==> config.mk <==
export PLATFORM = sky130hd
export DESIGN_NAME = back_channel_mode_status
export DESIGN_NICKNAME = d
export VERILOG_FILES = /design/src/design/rx_mode_pkg.sv /design/src/design/rate_bus_if.sv /design/src/design/back_channel_mode_status.sv /design/src/design/back_channel_rate.sv
export SDC_FILE = /design/constraint.sdc
export NUM_CORES = 1
export LEC_CHECK = 0
export CAP_MARGIN = 20
export CORE_MARGIN = 1
export CORE_UTILIZATION = 60
export DETAILED_ROUTE_END_ITERATION = 12
export DONT_BUFFER_PORTS = 1
export PLACE_DENSITY = 0.76
export SLEW_MARGIN = 15
export SYNTH_ARGS = -nofsm -noshare
export SYNTH_HDL_FRONTEND = slang
export SYNTH_HIERARCHICAL = 1
export SYNTH_SLANG_ARGS = --single-unit
==> constraint.sdc <==
create_clock -name clock -period 1.8 [get_ports clock]
set_input_delay 0.09 -clock clock [delete_from_list [all_inputs] [get_ports clock]]
set_output_delay 0.09 -clock clock [all_outputs]
set_load 0.02 [all_outputs]
==> src/design/rx_mode_pkg.sv <==
`default_nettype none
package rx_mode_pkg;
  // ==========================================================
  // register map
  localparam logic [7:0] ModeIndex     = 8'h23;   // register index
  localparam logic [9:0] ModeAddr      = 10'h08c; // byte address = 4*index
  localparam int         AddrWidth     = 10;
  // ==========================================================
  // field positions
  localparam int RateSelBit  = 6;
  localparam int AutoFmtBit  = 5;
  localparam int FastBit     = 4;
  localparam int CoaxBit     = 3;
  localparam int RepeaterBit = 2;
  // ==========================================================
  // reset values
  localparam logic RateSelReset = 1'b0;
  localparam logic AutoFmtReset = 1'b1;
  // ==========================================================
  // back channel rates, in Mbps
  localparam int RateSlowMbps = 5;
  localparam int RateMidMbps  = 10;
  localparam int RateFastMbps = 20;
  localparam int ClockMhz     = 100;
  // settle window after a rate change, ns, and its cycle count
  localparam int SettleNs     = 1000;
  localparam int SettleCycles = (SettleNs * ClockMhz + 999) / 1000;
  // ==========================================================
  // back channel rate codes, as driven on backChannelRate
  typedef enum logic [1:0] {
    RateCodeSlow,
    RateCodeMid,
    RateCodeFast
  } rate_code_t;
  // axi response codes
  localparam logic [1:0] RespOkay   = 2'b00;
  localparam logic [1:0] RespSlvErr = 2'b10;
endpackage
`default_nettype wire

==> src/design/rate_bus_if.sv <==
`timescale 1ns/1ns
`default_nettype none
interface rate_bus_if;
  logic                      fastEnable;
  logic                      rateSelect;
  rx_mode_pkg::rate_code_t   rateCode;
  logic                      rateChange;
  modport ctrl (output fastEnable, output rateSelect, input rateCode,
                input rateChange);
  modport gen  (input fastEnable, input rateSelect, output rateCode,
                output rateChange);
endinterface
`default_nettype wire

==> src/design/back_channel_mode_status.sv <==
// Functional notes
// - fast off: select picks 5 or 10 Mbps
// - fast on: 20 Mbps, select ignored
// - rate change flags short back-channel errors
// - auto format resets set, follows aux codes
// - fast enable preset from strap, writable
// - cable select 0 twisted pair, 1 coax
// - bit 2 read-only repeater strap indication
//
// The AXI4-Lite interface to the registers and the register addresses were left to the implementer.
`timescale 1ns/1ns
`default_nettype none
module back_channel_mode_status (
  // clock and reset
  input  wire logic        clock,
  input  wire logic        rst_n,
  // axi4-lite write address
  input  wire logic [9:0]  awaddr,
  input  wire logic        awvalid,
  output var  logic        awready,
  // axi4-lite write data
  input  wire logic [31:0] wdata,
  input  wire logic [3:0]  wstrb,
  input  wire logic        wvalid,
  output var  logic        wready,
  // axi4-lite write response
  output var  logic [1:0]  bresp,
  output var  logic        bvalid,
  input  wire logic        bready,
  // axi4-lite read
  input  wire logic [9:0]  araddr,
  input  wire logic        arvalid,
  output var  logic        arready,
  output var  logic [31:0] rdata,
  output var  logic [1:0]  rresp,
  output var  logic        rvalid,
  input  wire logic        rready,
  // mode-select pin strap, decoded levels
  input  wire logic        strapFast,
  input  wire logic        strapCoax,
  input  wire logic        strapRepeater,
  // aux data code format hint from the link
  input  wire logic        auxFormatValid,
  input  wire logic [1:0]  auxFormatCode,
  // block outputs
  output var  logic [1:0]  backChannelRate,
  output var  logic        rateSettling,
  output var  logic        coaxSelect,
  output var  logic [1:0]  audioFormat
);
  // ==========================================================
  // strap synchronisers
  logic [2:0] strapMeta_q;
  logic [2:0] strapSync_q;
  always_ff @(posedge clock) begin
    strapMeta_q <= {strapFast, strapCoax, strapRepeater};
    strapSync_q <= strapMeta_q;
  end
  // ==========================================================
  // strap capture after reset release
  logic strapTaken_q;
  logic strapTake;
  logic [2:0] syncAge_q;   // sync chain fill count since release
  assign strapTake = !strapTaken_q && (syncAge_q == 3'h2);
  always_ff @(posedge clock) begin
    if (!rst_n) begin
      syncAge_q    <= 3'h0;
      strapTaken_q <= 1'b0;
    end else begin
      if (syncAge_q != 3'h2) syncAge_q <= syncAge_q + 3'h1;
      if (strapTake) strapTaken_q <= 1'b1;
    end
  end
  // ==========================================================
  // axi write channel capture
  logic       awHeld_q;
  logic       wHeld_q;
  logic [9:0] awAddr_q;
  logic [7:0] wByte_q;
  logic       wLane_q;
  logic       doWrite;
  logic       writeHit;
  assign doWrite  = awHeld_q && wHeld_q && !bvalid;
  assign writeHit = (awAddr_q == rx_mode_pkg::ModeAddr);
  // next holding state, so the ready flops look one cycle ahead
  logic awHeldNext;
  logic wHeldNext;
  logic bvalidNext;
  assign awHeldNext = !doWrite && (awHeld_q || (awvalid && awready));
  assign wHeldNext  = !doWrite && (wHeld_q || (wvalid && wready));
  assign bvalidNext = doWrite || (bvalid && !bready);
  // registered ready: low in reset, each high while its own channel holds nothing and no write response is pending
  always_ff @(posedge clock) begin
    if (!rst_n) begin
      awready <= 1'b0;
      wready  <= 1'b0;
    end else begin
      awready <= !awHeldNext && !bvalidNext;
      wready  <= !wHeldNext && !bvalidNext;
    end
  end
  always_ff @(posedge clock) begin
    if (!rst_n) begin
      awHeld_q <= 1'b0;
      wHeld_q  <= 1'b0;
      awAddr_q <= 10'h000;
      wByte_q  <= 8'h00;
      wLane_q  <= 1'b0;
    end else begin
      if (awvalid && awready) begin
        awHeld_q <= 1'b1;
        awAddr_q <= awaddr;
      end
      if (wvalid && wready) begin
        wHeld_q <= 1'b1;
        wByte_q <= wdata[7:0];
        wLane_q <= wstrb[0];
      end
      if (doWrite) begin
        awHeld_q <= 1'b0;
        wHeld_q  <= 1'b0;
      end
    end
  end
  // write response
  always_ff @(posedge clock) begin
    if (!rst_n) begin
      bvalid <= 1'b0;
      bresp  <= rx_mode_pkg::RespOkay;
    end else if (doWrite) begin
      bvalid <= 1'b1;
      bresp  <= writeHit ? rx_mode_pkg::RespOkay : rx_mode_pkg::RespSlvErr;
    end else if (bready) begin
      bvalid <= 1'b0;
    end
  end
  // ==========================================================
  // mode register fields
  logic rateSel_q;
  logic autoFmt_q;
  logic fast_q;
  logic coax_q;
  logic repeater_q;
  logic fieldWrite;
  assign fieldWrite = doWrite && writeHit && wLane_q;
  always_ff @(posedge clock) begin
    if (!rst_n) begin
      rateSel_q  <= rx_mode_pkg::RateSelReset;
      autoFmt_q  <= rx_mode_pkg::AutoFmtReset;
      fast_q     <= 1'b0;
      coax_q     <= 1'b0;
      repeater_q <= 1'b0;
    end else if (strapTake) begin
      fast_q     <= strapSync_q[2];
      coax_q     <= strapSync_q[1];
      repeater_q <= strapSync_q[0];
    end else if (fieldWrite) begin
      rateSel_q <= wByte_q[rx_mode_pkg::RateSelBit];
      autoFmt_q <= wByte_q[rx_mode_pkg::AutoFmtBit];
      fast_q    <= wByte_q[rx_mode_pkg::FastBit];
      coax_q    <= wByte_q[rx_mode_pkg::CoaxBit];
    end
  end
  // ==========================================================
  // read image, reserved bits 7, 1, 0 zero
  logic [7:0] modeImage;
  always_comb begin
    modeImage = 8'h00;
    modeImage[rx_mode_pkg::RateSelBit]  = rateSel_q;
    modeImage[rx_mode_pkg::AutoFmtBit]  = autoFmt_q;
    modeImage[rx_mode_pkg::FastBit]     = fast_q;
    modeImage[rx_mode_pkg::CoaxBit]     = coax_q;
    modeImage[rx_mode_pkg::RepeaterBit] = repeater_q;
  end
  logic readHit;
  assign readHit = (araddr == rx_mode_pkg::ModeAddr);
  logic rvalidNext;
  assign rvalidNext = (arvalid && arready) || (rvalid && !rready);
  // registered ready: next read only once the answer is taken
  always_ff @(posedge clock) begin
    if (!rst_n) begin
      arready <= 1'b0;
    end else begin
      arready <= !rvalidNext;
    end
  end
  // read channel
  always_ff @(posedge clock) begin
    if (!rst_n) begin
      rvalid <= 1'b0;
      rdata  <= 32'h0000_0000;
      rresp  <= rx_mode_pkg::RespOkay;
    end else if (arvalid && arready) begin
      rvalid <= 1'b1;
      rdata  <= readHit ? {24'h000000, modeImage} : 32'h0000_0000;
      rresp  <= readHit ? rx_mode_pkg::RespOkay : rx_mode_pkg::RespSlvErr;
    end else if (rready) begin
      rvalid <= 1'b0;
    end
  end
  // ==========================================================
  // back channel rate generator
  rate_bus_if rateBus ();
  assign rateBus.fastEnable = fast_q;
  assign rateBus.rateSelect = rateSel_q;
  back_channel_rate rateGen (
    .clock   (clock),
    .rst_n   (rst_n),
    .rateBus (rateBus.gen)
  );
  // settle window after any rate change
  logic [7:0] settleCnt_q;
  always_ff @(posedge clock) begin
    if (!rst_n) begin
      settleCnt_q <= 8'h00;
    end else if (rateBus.rateChange) begin
      settleCnt_q <= 8'(rx_mode_pkg::SettleCycles);
    end else if (settleCnt_q != 8'h00) begin
      settleCnt_q <= settleCnt_q - 8'h01;
    end
  end
  // ==========================================================
  // registered outputs
  always_ff @(posedge clock) begin
    if (!rst_n) begin
      backChannelRate <= 2'h0;
      rateSettling    <= 1'b0;
      coaxSelect      <= 1'b0;
      audioFormat     <= 2'h0;
    end else begin
      backChannelRate <= rateBus.rateCode;
      rateSettling    <= rateBus.rateChange || (settleCnt_q != 8'h00);
      coaxSelect      <= coax_q;
      if (autoFmt_q && auxFormatValid) audioFormat <= auxFormatCode;
    end
  end
endmodule
`default_nettype wire

==> src/design/back_channel_rate.sv <==
`timescale 1ns/1ns
`default_nettype none
module back_channel_rate (
  // clock and reset
  input  wire logic clock,
  input  wire logic rst_n,
  // settings in, rate out
  rate_bus_if.gen   rateBus
);
  // ==========================================================
  // rate decode
  rx_mode_pkg::rate_code_t rateD;
  rx_mode_pkg::rate_code_t rateQ;
  // fast wins over the select
  assign rateD = rateBus.fastEnable ? rx_mode_pkg::RateCodeFast :
                 (rateBus.rateSelect ? rx_mode_pkg::RateCodeMid
                                     : rx_mode_pkg::RateCodeSlow);
  assign rateBus.rateCode   = rateQ;
  assign rateBus.rateChange = (rateD != rateQ);
  // registered rate
  always_ff @(posedge clock) begin
    if (!rst_n) begin
      rateQ <= rx_mode_pkg::RateCodeSlow;
    end else begin
      rateQ <= rateD;
    end
  end
endmodule
`default_nettype wire

# Word level (Yosys, flattened, before mapping)
# Cells that the tools add are included.
[totals]
wordCells = 90
output_inout_bits = 47
reg_bits = 92
in_bits = 69
[op_classes]
add_sub_neg = 2
muxes = 15
reduce_logical = 37
eq_ne = 5
bitwise = 2
[ops]
columns = ["cell", "n"]
rows = [
  ["2-to-1 mux 7 bit", 3],
  ["== test 10 x 8 -> 1 bit, second input constant", 2],
  ["logical AND 1 bit", 15],
  ["logical NOT 1 bit", 9],
  ["2-to-1 mux 1 bit", 9],
  ["nonzero test 2 bit", 4],
  ["nonzero test 8 bit", 1],
  ["subtractor 8 x 1 -> 8 bit, second input constant", 1],
  ["2-to-1 mux 2 bit", 3],
  ["logical OR 1 bit", 5],
  ["OR reduction 2 bit", 2],
  ["adder 3 x 1 -> 3 bit, second input constant", 1],
  ["== test 3 x 2 -> 1 bit, second input constant", 1],
  ["!= test 3 x 2 -> 1 bit, second input constant", 1],
  ["!= test 2 bit", 1],
  ["inverter 1 bit", 2],
  ["AND reduction 2 bit", 1],
]

# Longest topological paths before layout
# Gate-level depths: netlist of the first run.
[depth]
depth_word = 6
depth_mapped = 6
mapped_depth_nobuf = 6

# By module
# The synthesis of the first run kept the hierarchy.
[modules_own_cells]
columns = ["module", "seq_area_each_um2", "area_per_inst_um2", "n_inst", "cells_per_inst"]
rows = [
  ["back_channel_mode_status", 1161.1, 2339.7, 1, 259],
  ["back_channel_rate", 40.0, 80.1, 1, 8],
]

# Least setup slack after synthesis of the first run
# No wires, ideal clock.
[synth_path]
kind = "register to register"
startpoint = "register settleCnt_q[0]"
endpoint = "register settleCnt_q[0]"
required_ps = 1682
path_slack_ps = 224
arrival_time_ps = 1458
setup_time_ps = 118
path_stages_with_launch = 7
period_less_slack_ps = 1576
path_cell_list = "dfxtp_1 inv_1 ha_1 nor4b_1 nand2_1 xnor2_1 nor2_1"
[synth_between]
elab_chain_cells = 1
elab_cells_between_ends = 2
classes_between = "1 x add/sub; 1 x reduce/logical"
[synth_lines]
columns = ["element", "line_no", "source"]
rows = [
  ["start: declaration", "back_channel_mode_status.sv:212", "logic [7:0] settleCnt_q;"],
  ["start signal: assignment", "back_channel_mode_status.sv:217", "settleCnt_q <= 8'(rx_mode_pkg::SettleCycles);"],
  ["start signal: assignment", "back_channel_mode_status.sv:219", "settleCnt_q <= settleCnt_q - 8'h01;"],
  ["subtractor 8 x 1 -> 8 bit / nonzero test 8 bit (equally long branches)", "back_channel_mode_status.sv:219, back_channel_mode_status.sv:218", ""],
]
# Parallel ways exist; a longest one is shown, timed or not.
# A chain may end at the register's enable or synchronous reset.

# Final worst setup path of the first run
[layout_path]
startpoint = "register autoFmt_q"
endpoint = "register audioFormat[0]"
[layout_between]
elab_chain_cells = 1
[layout_lines]
columns = ["element", "line_no", "source"]
rows = [
  ["start: declaration", "back_channel_mode_status.sv:140", "logic autoFmt_q;"],
  ["start signal: assignment", "back_channel_mode_status.sv:149", "autoFmt_q <= rx_mode_pkg::AutoFmtReset;"],
  ["start signal: assignment", "back_channel_mode_status.sv:159", "autoFmt_q <= wByte_q[rx_mode_pkg::AutoFmtBit];"],
  ["logical AND 1 bit", "back_channel_mode_status.sv:234", "if (autoFmt_q && auxFormatValid) audioFormat <= auxFormatCode;"],
  ["end signal: assignment", "back_channel_mode_status.sv:234", ""],
  ["end: declaration", "back_channel_mode_status.sv:49", "output var logic [1:0] audioFormat"],
]
# Every way passes these cells.

==> metrics.yaml, run 1 <==
sta:
  worst_pin_slew_ps: 556
  fin_crit_sh_pct: 97.7
  finalCriticalPeriod_ps: 1760
  setup_viol: 0
  hold_viol: 0
  max_freq_mhz: 568
  whs_ps: 24.7
  clock_skew_ps: 7.82
  drv_slew: 0
  tns_ps: 0
  rsz0062_at_grt: "false"
  slew_headroom_pct: 62.8
cts:
  clk_pin_slew_ps: 70
  cts.sinks: 60
  cts_tree: "built"
  cts-root-buf: "clkbuf_8"
  cts_setup_buffers: 0
  cts_buffer_depth: 2
  cts_buffers: 9
  clkLatencyLatePin_ps: 330
  cts.htree.levels: 3
floorplan:
  rows: 22
  die_area_um2: 4290
  die_w_um: 65.5
  die_h_um: 65.5
  initial_utilization_pct: 64.2
  io_pins: 116
  core_area_um2: 3770
layout:
  area_growth_pct: 18.7
  regArea_um2: 1200
  fin_cells: 360
  fillCellCount: 267
  fin_nets: 379
  multiInputGateArea_um2: 1060
  fin_area_um2: 2870
  n_antenna_cell: 0
  layout-drive-gt1-share_pct: 8.97
place:
  place.gp.congestion: 0.769
  numPortBuffers: 0
  dp_cells: 315
  hpwl_mm: 2.96
  place_area_um2: 2390
global_route:
  grt_pass1_wl_mm: 7.60
  grt_max_degree: 23
  grt_pass1_vias: 1709
  overflow: 0
  antenna_found_initial: 0
  gr-usage-all-layers_pct: 24.3
setup_path:
  path_max_fanout: 5
  worstSetupPathType: "reg -> reg"
  reg2regPathDepth: 4
  required_ps: 2080
  start_kind: "flip-flop"
  worstPathArrival_ps: 2040
  reg2reg_setup_slack_ps: 40
  endpoint_kind: "flip-flop"
logic_synthesis:
  synth_top_cell_area_share_pct: 49.6
  synth_most_common_cell: "dfxtp_1"
  netlist_top_cells_area: "dfxtp_1 50%, buf_4 9.0%, a21oi_1 6.4%"
  netlist_area_um2: 2420
  yosys_warnings: 6
  synth_edf_count: 0
  synthDistinctLibCells: 38
  synthCells: 267
  synth-main-ff-cell: "dfxtp_1"
  async_flop_share_pct: 0
  ys_seq_elements: 60
  synth_area_leader_cell: "dfxtp_1"
  yosys-top-cells-count: "60 x dfxtp_1, 40 x nand2_1, 31 x a21oi_1"
  ys_seq_area_share_pct: 49.6
  synth_area_per_cell_um2: 9.06
route:
  viasPerCell: 5.13
  avgRoutedWirePerCell_um: 13.2
  drt_first_pass_iters: 5
  drt_iter0_markers: 84
  drtAntennaViolNets: 0
  routedLengthMet1_mm: 1.96
  route.detailed.drc: 0
  routed-wl-met2_mm: 2.39
  wl_met3_um: 307
  via_count: 1847
  wirelength_mm: 4.76
  highest_layer: "met4"
power:
  ir_drop_v: 0.000935
  total_power_uw: 3670
  p_leak_uw: 0.00117
  p_per_area_nw_per_um2: 1280
min_path:
  whs_path_depth: 2
  holdCritPathClass: "in -> reg"
run_status:
  outcome: "finished, final reports clean"
job:
  cap_violations: 0
## worst paths after layout
path,from,endpoint
worst max-delay path,autoFmt_q,audioFormat[0]
worst min register to register,strapMeta_q[2],strapSync_q[2]
worst max register to register,autoFmt_q,audioFormat[0]
worst min-delay path,rst_n,settleCnt_q[7]
## sequential cells by signal (all words and copies together), names as in the netlist, 2 cells and up
name,cells
audioFormat,2
awAddr_q,10
rdata,5
rateGen/rateBus.rateCode,2
strapMeta_q,3
settleCnt_q,8
strapSync_q,3
wByte_q,4
backChannelRate,2
syncAge_q,3
## worst max-delay path: stages (launching register included)
cell and delay, ps:
dfxtp_4 370, nand3_1 80, dlygate4sd3_1 570, a21oi_1 120, dlygate4sd3_1 560
## final cells by class
| class | count | area share, % |
|---|---|---|
| Tap cell | 48 | 2.09 |
| Sequential cell | 60 | 42.0 |
| Clock buffer | 10 | 4.79 |
| Multi-Input combinational cell | 192 | 36.9 |
| Timing Repair Buffer | 35 | 11.7 |
| Inverter | 9 | 1.18 |
| Clock inverter | 6 | 1.39 |
## layout by cell type (no fill, tap or decap), drive strengths merged, types with 2 or more instances in the layout
cell         count
nand2           40
nor3             4
a21oi           31
clkinvlp         4
clkbuf          10
clkinv           3
inv              8
buf              6
and3             3
nand2b           5
o21ai            3
and2             5
or4b             2
mux2i            5
and3b            2
dfxtp           60
nor4b            3
nand3b           2
a22oi            5
dlygate4sd3     29
or3              3
conb            29
nand3            7
a211oi           2
xnor2            4
nor2            22
ha               3
## routing by layer
layer  track usage [%]  vias up
li1                  -      923
met1              27.0      841
met2              40.6       72
met3              10.1       11
met4              10.6        0
met5                 0        -
## metrics by stage
stage          util, %  setup slack, ps
4_1_cts           75.9             32.8
5_1_grt           76.1             3.75
3_5_place_dp      63.5              139
6_report          76.1             40.8
3_3_place_gp      63.5              192
2_1_floorplan        -              224
## cells by family after synthesis
| logic type | synth area share, % |
|---|---|
| and+or+nand+nor | 21.9 |
| DFF | 49.6 |
| AOI/OAI and AO/OA | 11.7 |
| buffers and inverters | 11.2 |
| xor gates and xnor gates | 1.81 |
| muxes | 2.07 |
| adders and majority gates | 1.55 |
| other | 0.155 |
## power by group
group	internal, uW	switching (uW)	total, uW
clock network	530	520	1050
logic	447	505	952
registers	1510	166	1670
total	2480	1190	3670
## what timing repair did
action,CTS,global route
hold endpoints to repair,37,0
resized for setup,0,3
setup endpoints to repair,0,7
hold buffers,29,0
(Power assumes the default switching activity.)
==> run 2: changes to the inputs <==
--- a/config.mk
+++ b/config.mk
@@ -10,2 +10,3 @@
 export CORE_UTILIZATION = 60
+export CTS_CLUSTER_SIZE = 10
 export DETAILED_ROUTE_END_ITERATION = 12
--- a/constraint.sdc
+++ b/constraint.sdc
@@ -3,2 +3,2 @@
 set_output_delay 0.09 -clock clock [all_outputs]
-set_load 0.02 [all_outputs]
+set_load 0.005 [all_outputs]
==> metrics.yaml, run 2 (synthesis gave the netlist of run 1 again) <==
setup_path:
  start_kind: "flip-flop"
  endpoint_kind: "flip-flop"
  required_ps: 2080
  path_max_fanout: 5
  worstSetupPathType: "reg -> reg"
  worstPathArrival_ps: 2020
place:
  numPortBuffers: 0
  place.gp.congestion: 0.762
  hpwl_mm: 2.97
power:
  p_leak_uw: 0.00118
  ir_drop_v: 0.000989
  clkPwrFrac_pct: 30.5
  pwr-share-comb_pct: 25.0
  p_per_area_nw_per_um2: 1270
  pwr-share-seq_pct: 44.5
  p_int_uw: 2600
  p_sw_share_pct: 29.4
  p_sw_uw: 1080
route:
  via_count: 1857
  drtAntennaViolNets: 0
  drt_first_pass_iters: 4
  route.detailed.drc: 0
  avgRoutedWirePerCell_um: 12.8
  viasPerCell: 5.13
  drt_iter0_markers: 115
  wirelength_mm: 4.62
layout:
  n_antenna_cell: 0
  top_register: "awAddr_q"
  final_util_pct: 76.7
  mostFrequentLayoutCell: "dfxtp_1"
  largest_reg_flops: 10
  layout-drive-gt1-share_pct: 8.60
  fillCellCount: 270
  fin_nets: 381
  area_growth_pct: 19.5
  layout_common_cells: "59 x dfxtp_1, 40 x nand2_1, 30 x a21oi_1, 30 x dlygate4sd3_1, 29 x conb_1"
  reg_top3: "awAddr_q x10, settleCnt_q x8, rdata x5"
sta:
  hold_viol: 0
  max_freq_mhz: 575
  worst_pin_slew_ps: 571
  tns_ps: 0
  rsz0062_at_grt: "false"
  clock_skew_ps: 6.74
  drv_slew: 0
  fin_crit_sh_pct: 96.6
  slew_headroom_pct: 61.6
  whs_ps: 20.1
  finalCriticalPeriod_ps: 1740
  setup_viol: 0
floorplan:
  die_w_um: 65.5
  rows: 22
  initial_utilization_pct: 64.2
  die_area_um2: 4290
  die_h_um: 65.5
  io_pins: 116
  core_area_um2: 3770
cts:
  clk_pin_slew_ps: 70
  cts_buffers: 9
  cts_tree: "built"
  cts_buffer_depth: 2
  clkLatencyLatePin_ps: 330
  cts-root-buf: "clkbuf_8"
  cts.sinks: 60
  cts.htree.levels: 3
min_path:
  holdCritPathClass: "in -> reg"
global_route:
  gr-usage-all-layers_pct: 23.7
  overflow: 0
  busiest_layer: "met2"
  use_met1_pct: 24.6
  gr-usage-met3_pct: 8.68
  grt.met2_usage_pct: 41.6
  antenna_found_initial: 0
  grt_max_degree: 22
  grt_pass1_wl_mm: 7.42
  grt_pass1_vias: 1794
run_status:
  outcome: "finished, final reports clean"
job:
  cap_violations: 0
-- run 2: changes by cell type in the layout (fill, tap and decap cells not counted) --
| cell | previous run | this run |
|---|---|---|
| clkbuf_1 | 0 | 2 |
| a21oi_2 | 0 | 1 |
| nor4b_2 | 1 | 0 |
| dlygate4sd3_1 | 29 | 30 |
| bufinv_16 | 0 | 1 |
| a21oi_1 | 31 | 30 |
| clkinvlp_4 | 4 | 1 |
| buf_4 | 6 | 7 |
| clkinv_2 | 2 | 3 |
| clkbuf_8 | 10 | 9 |
| nor4b_1 | 2 | 3 |
-- run 2: repair_timing --
action                                  in CTS  in global routing
buffers inserted                             0                  1
hold buffers                                31                  0
hold endpoints to repair                    37                  0
endpoints found under the setup margin       0                  2
gates resized for setup                      0                  3
-- run 2: cell type report --
cell class | count | area [um^2] | share of cell area, %
sequential | 60 | 1200 | 41.7
tap | 48 | 60.1 | 2.08
clock buffer | 11 | 131 | 4.54
multi-input combinational | 192 | 1060 | 36.5
inverter | 9 | 33.8 | 1.17
clock inverter | 5 | 52.6 | 1.82
timing repair buffer | 37 | 353 | 12.2
-- run 2: per-stage QoR --
stage               cells  power, uW  instance area (um^2)  setup WS [ps]
finish                362       3680                  2890           61.4
global route          362       3920                  2890           3.11
CTS                   362       3720                  2890           24.8
detailed placement    315       2520                  2390            213
global placement      315       2500                  2390            235
floorplan             295       2350                  2520            224
-- run 2: power by group through the flow --
stage          sequential (uW)  clock (uW)  combinational (uW)
2_1_floorplan             1650           0                 704
3_3_place_gp              1670           0                 833
3_5_place_dp              1670           0                 854
4_1_cts                   1640        1160                 918
5_1_grt                   1660        1220                1040
6_report                  1640        1120                 919
-- run 2: routing by layer --
layer,up-vias,share of wire [%]
met3,8,6.9
met5,-,0
met4,0,1.8
li1,930,-
met1,844,42
met2,75,50
-- run 2: worst paths after layout --
kind,endpoint,cells past startpoint,startpoint,slack (ps)
setup / recovery,audioFormat[0],4,autoFmt_q,60
hold / removal,settleCnt_q[4],2,rst_n,20
setup reg to reg,audioFormat[0],4,autoFmt_q,60
hold reg to reg,strapSync_q[0],0,strapMeta_q[0],330
-- run 2: critical path, stage by stage, from the launching register on --
cell and delay (ps):
dfxtp_4 370, nand3_1 80, dlygate4sd3_1 570, a21oi_1 120
dlygate4sd3_1 560
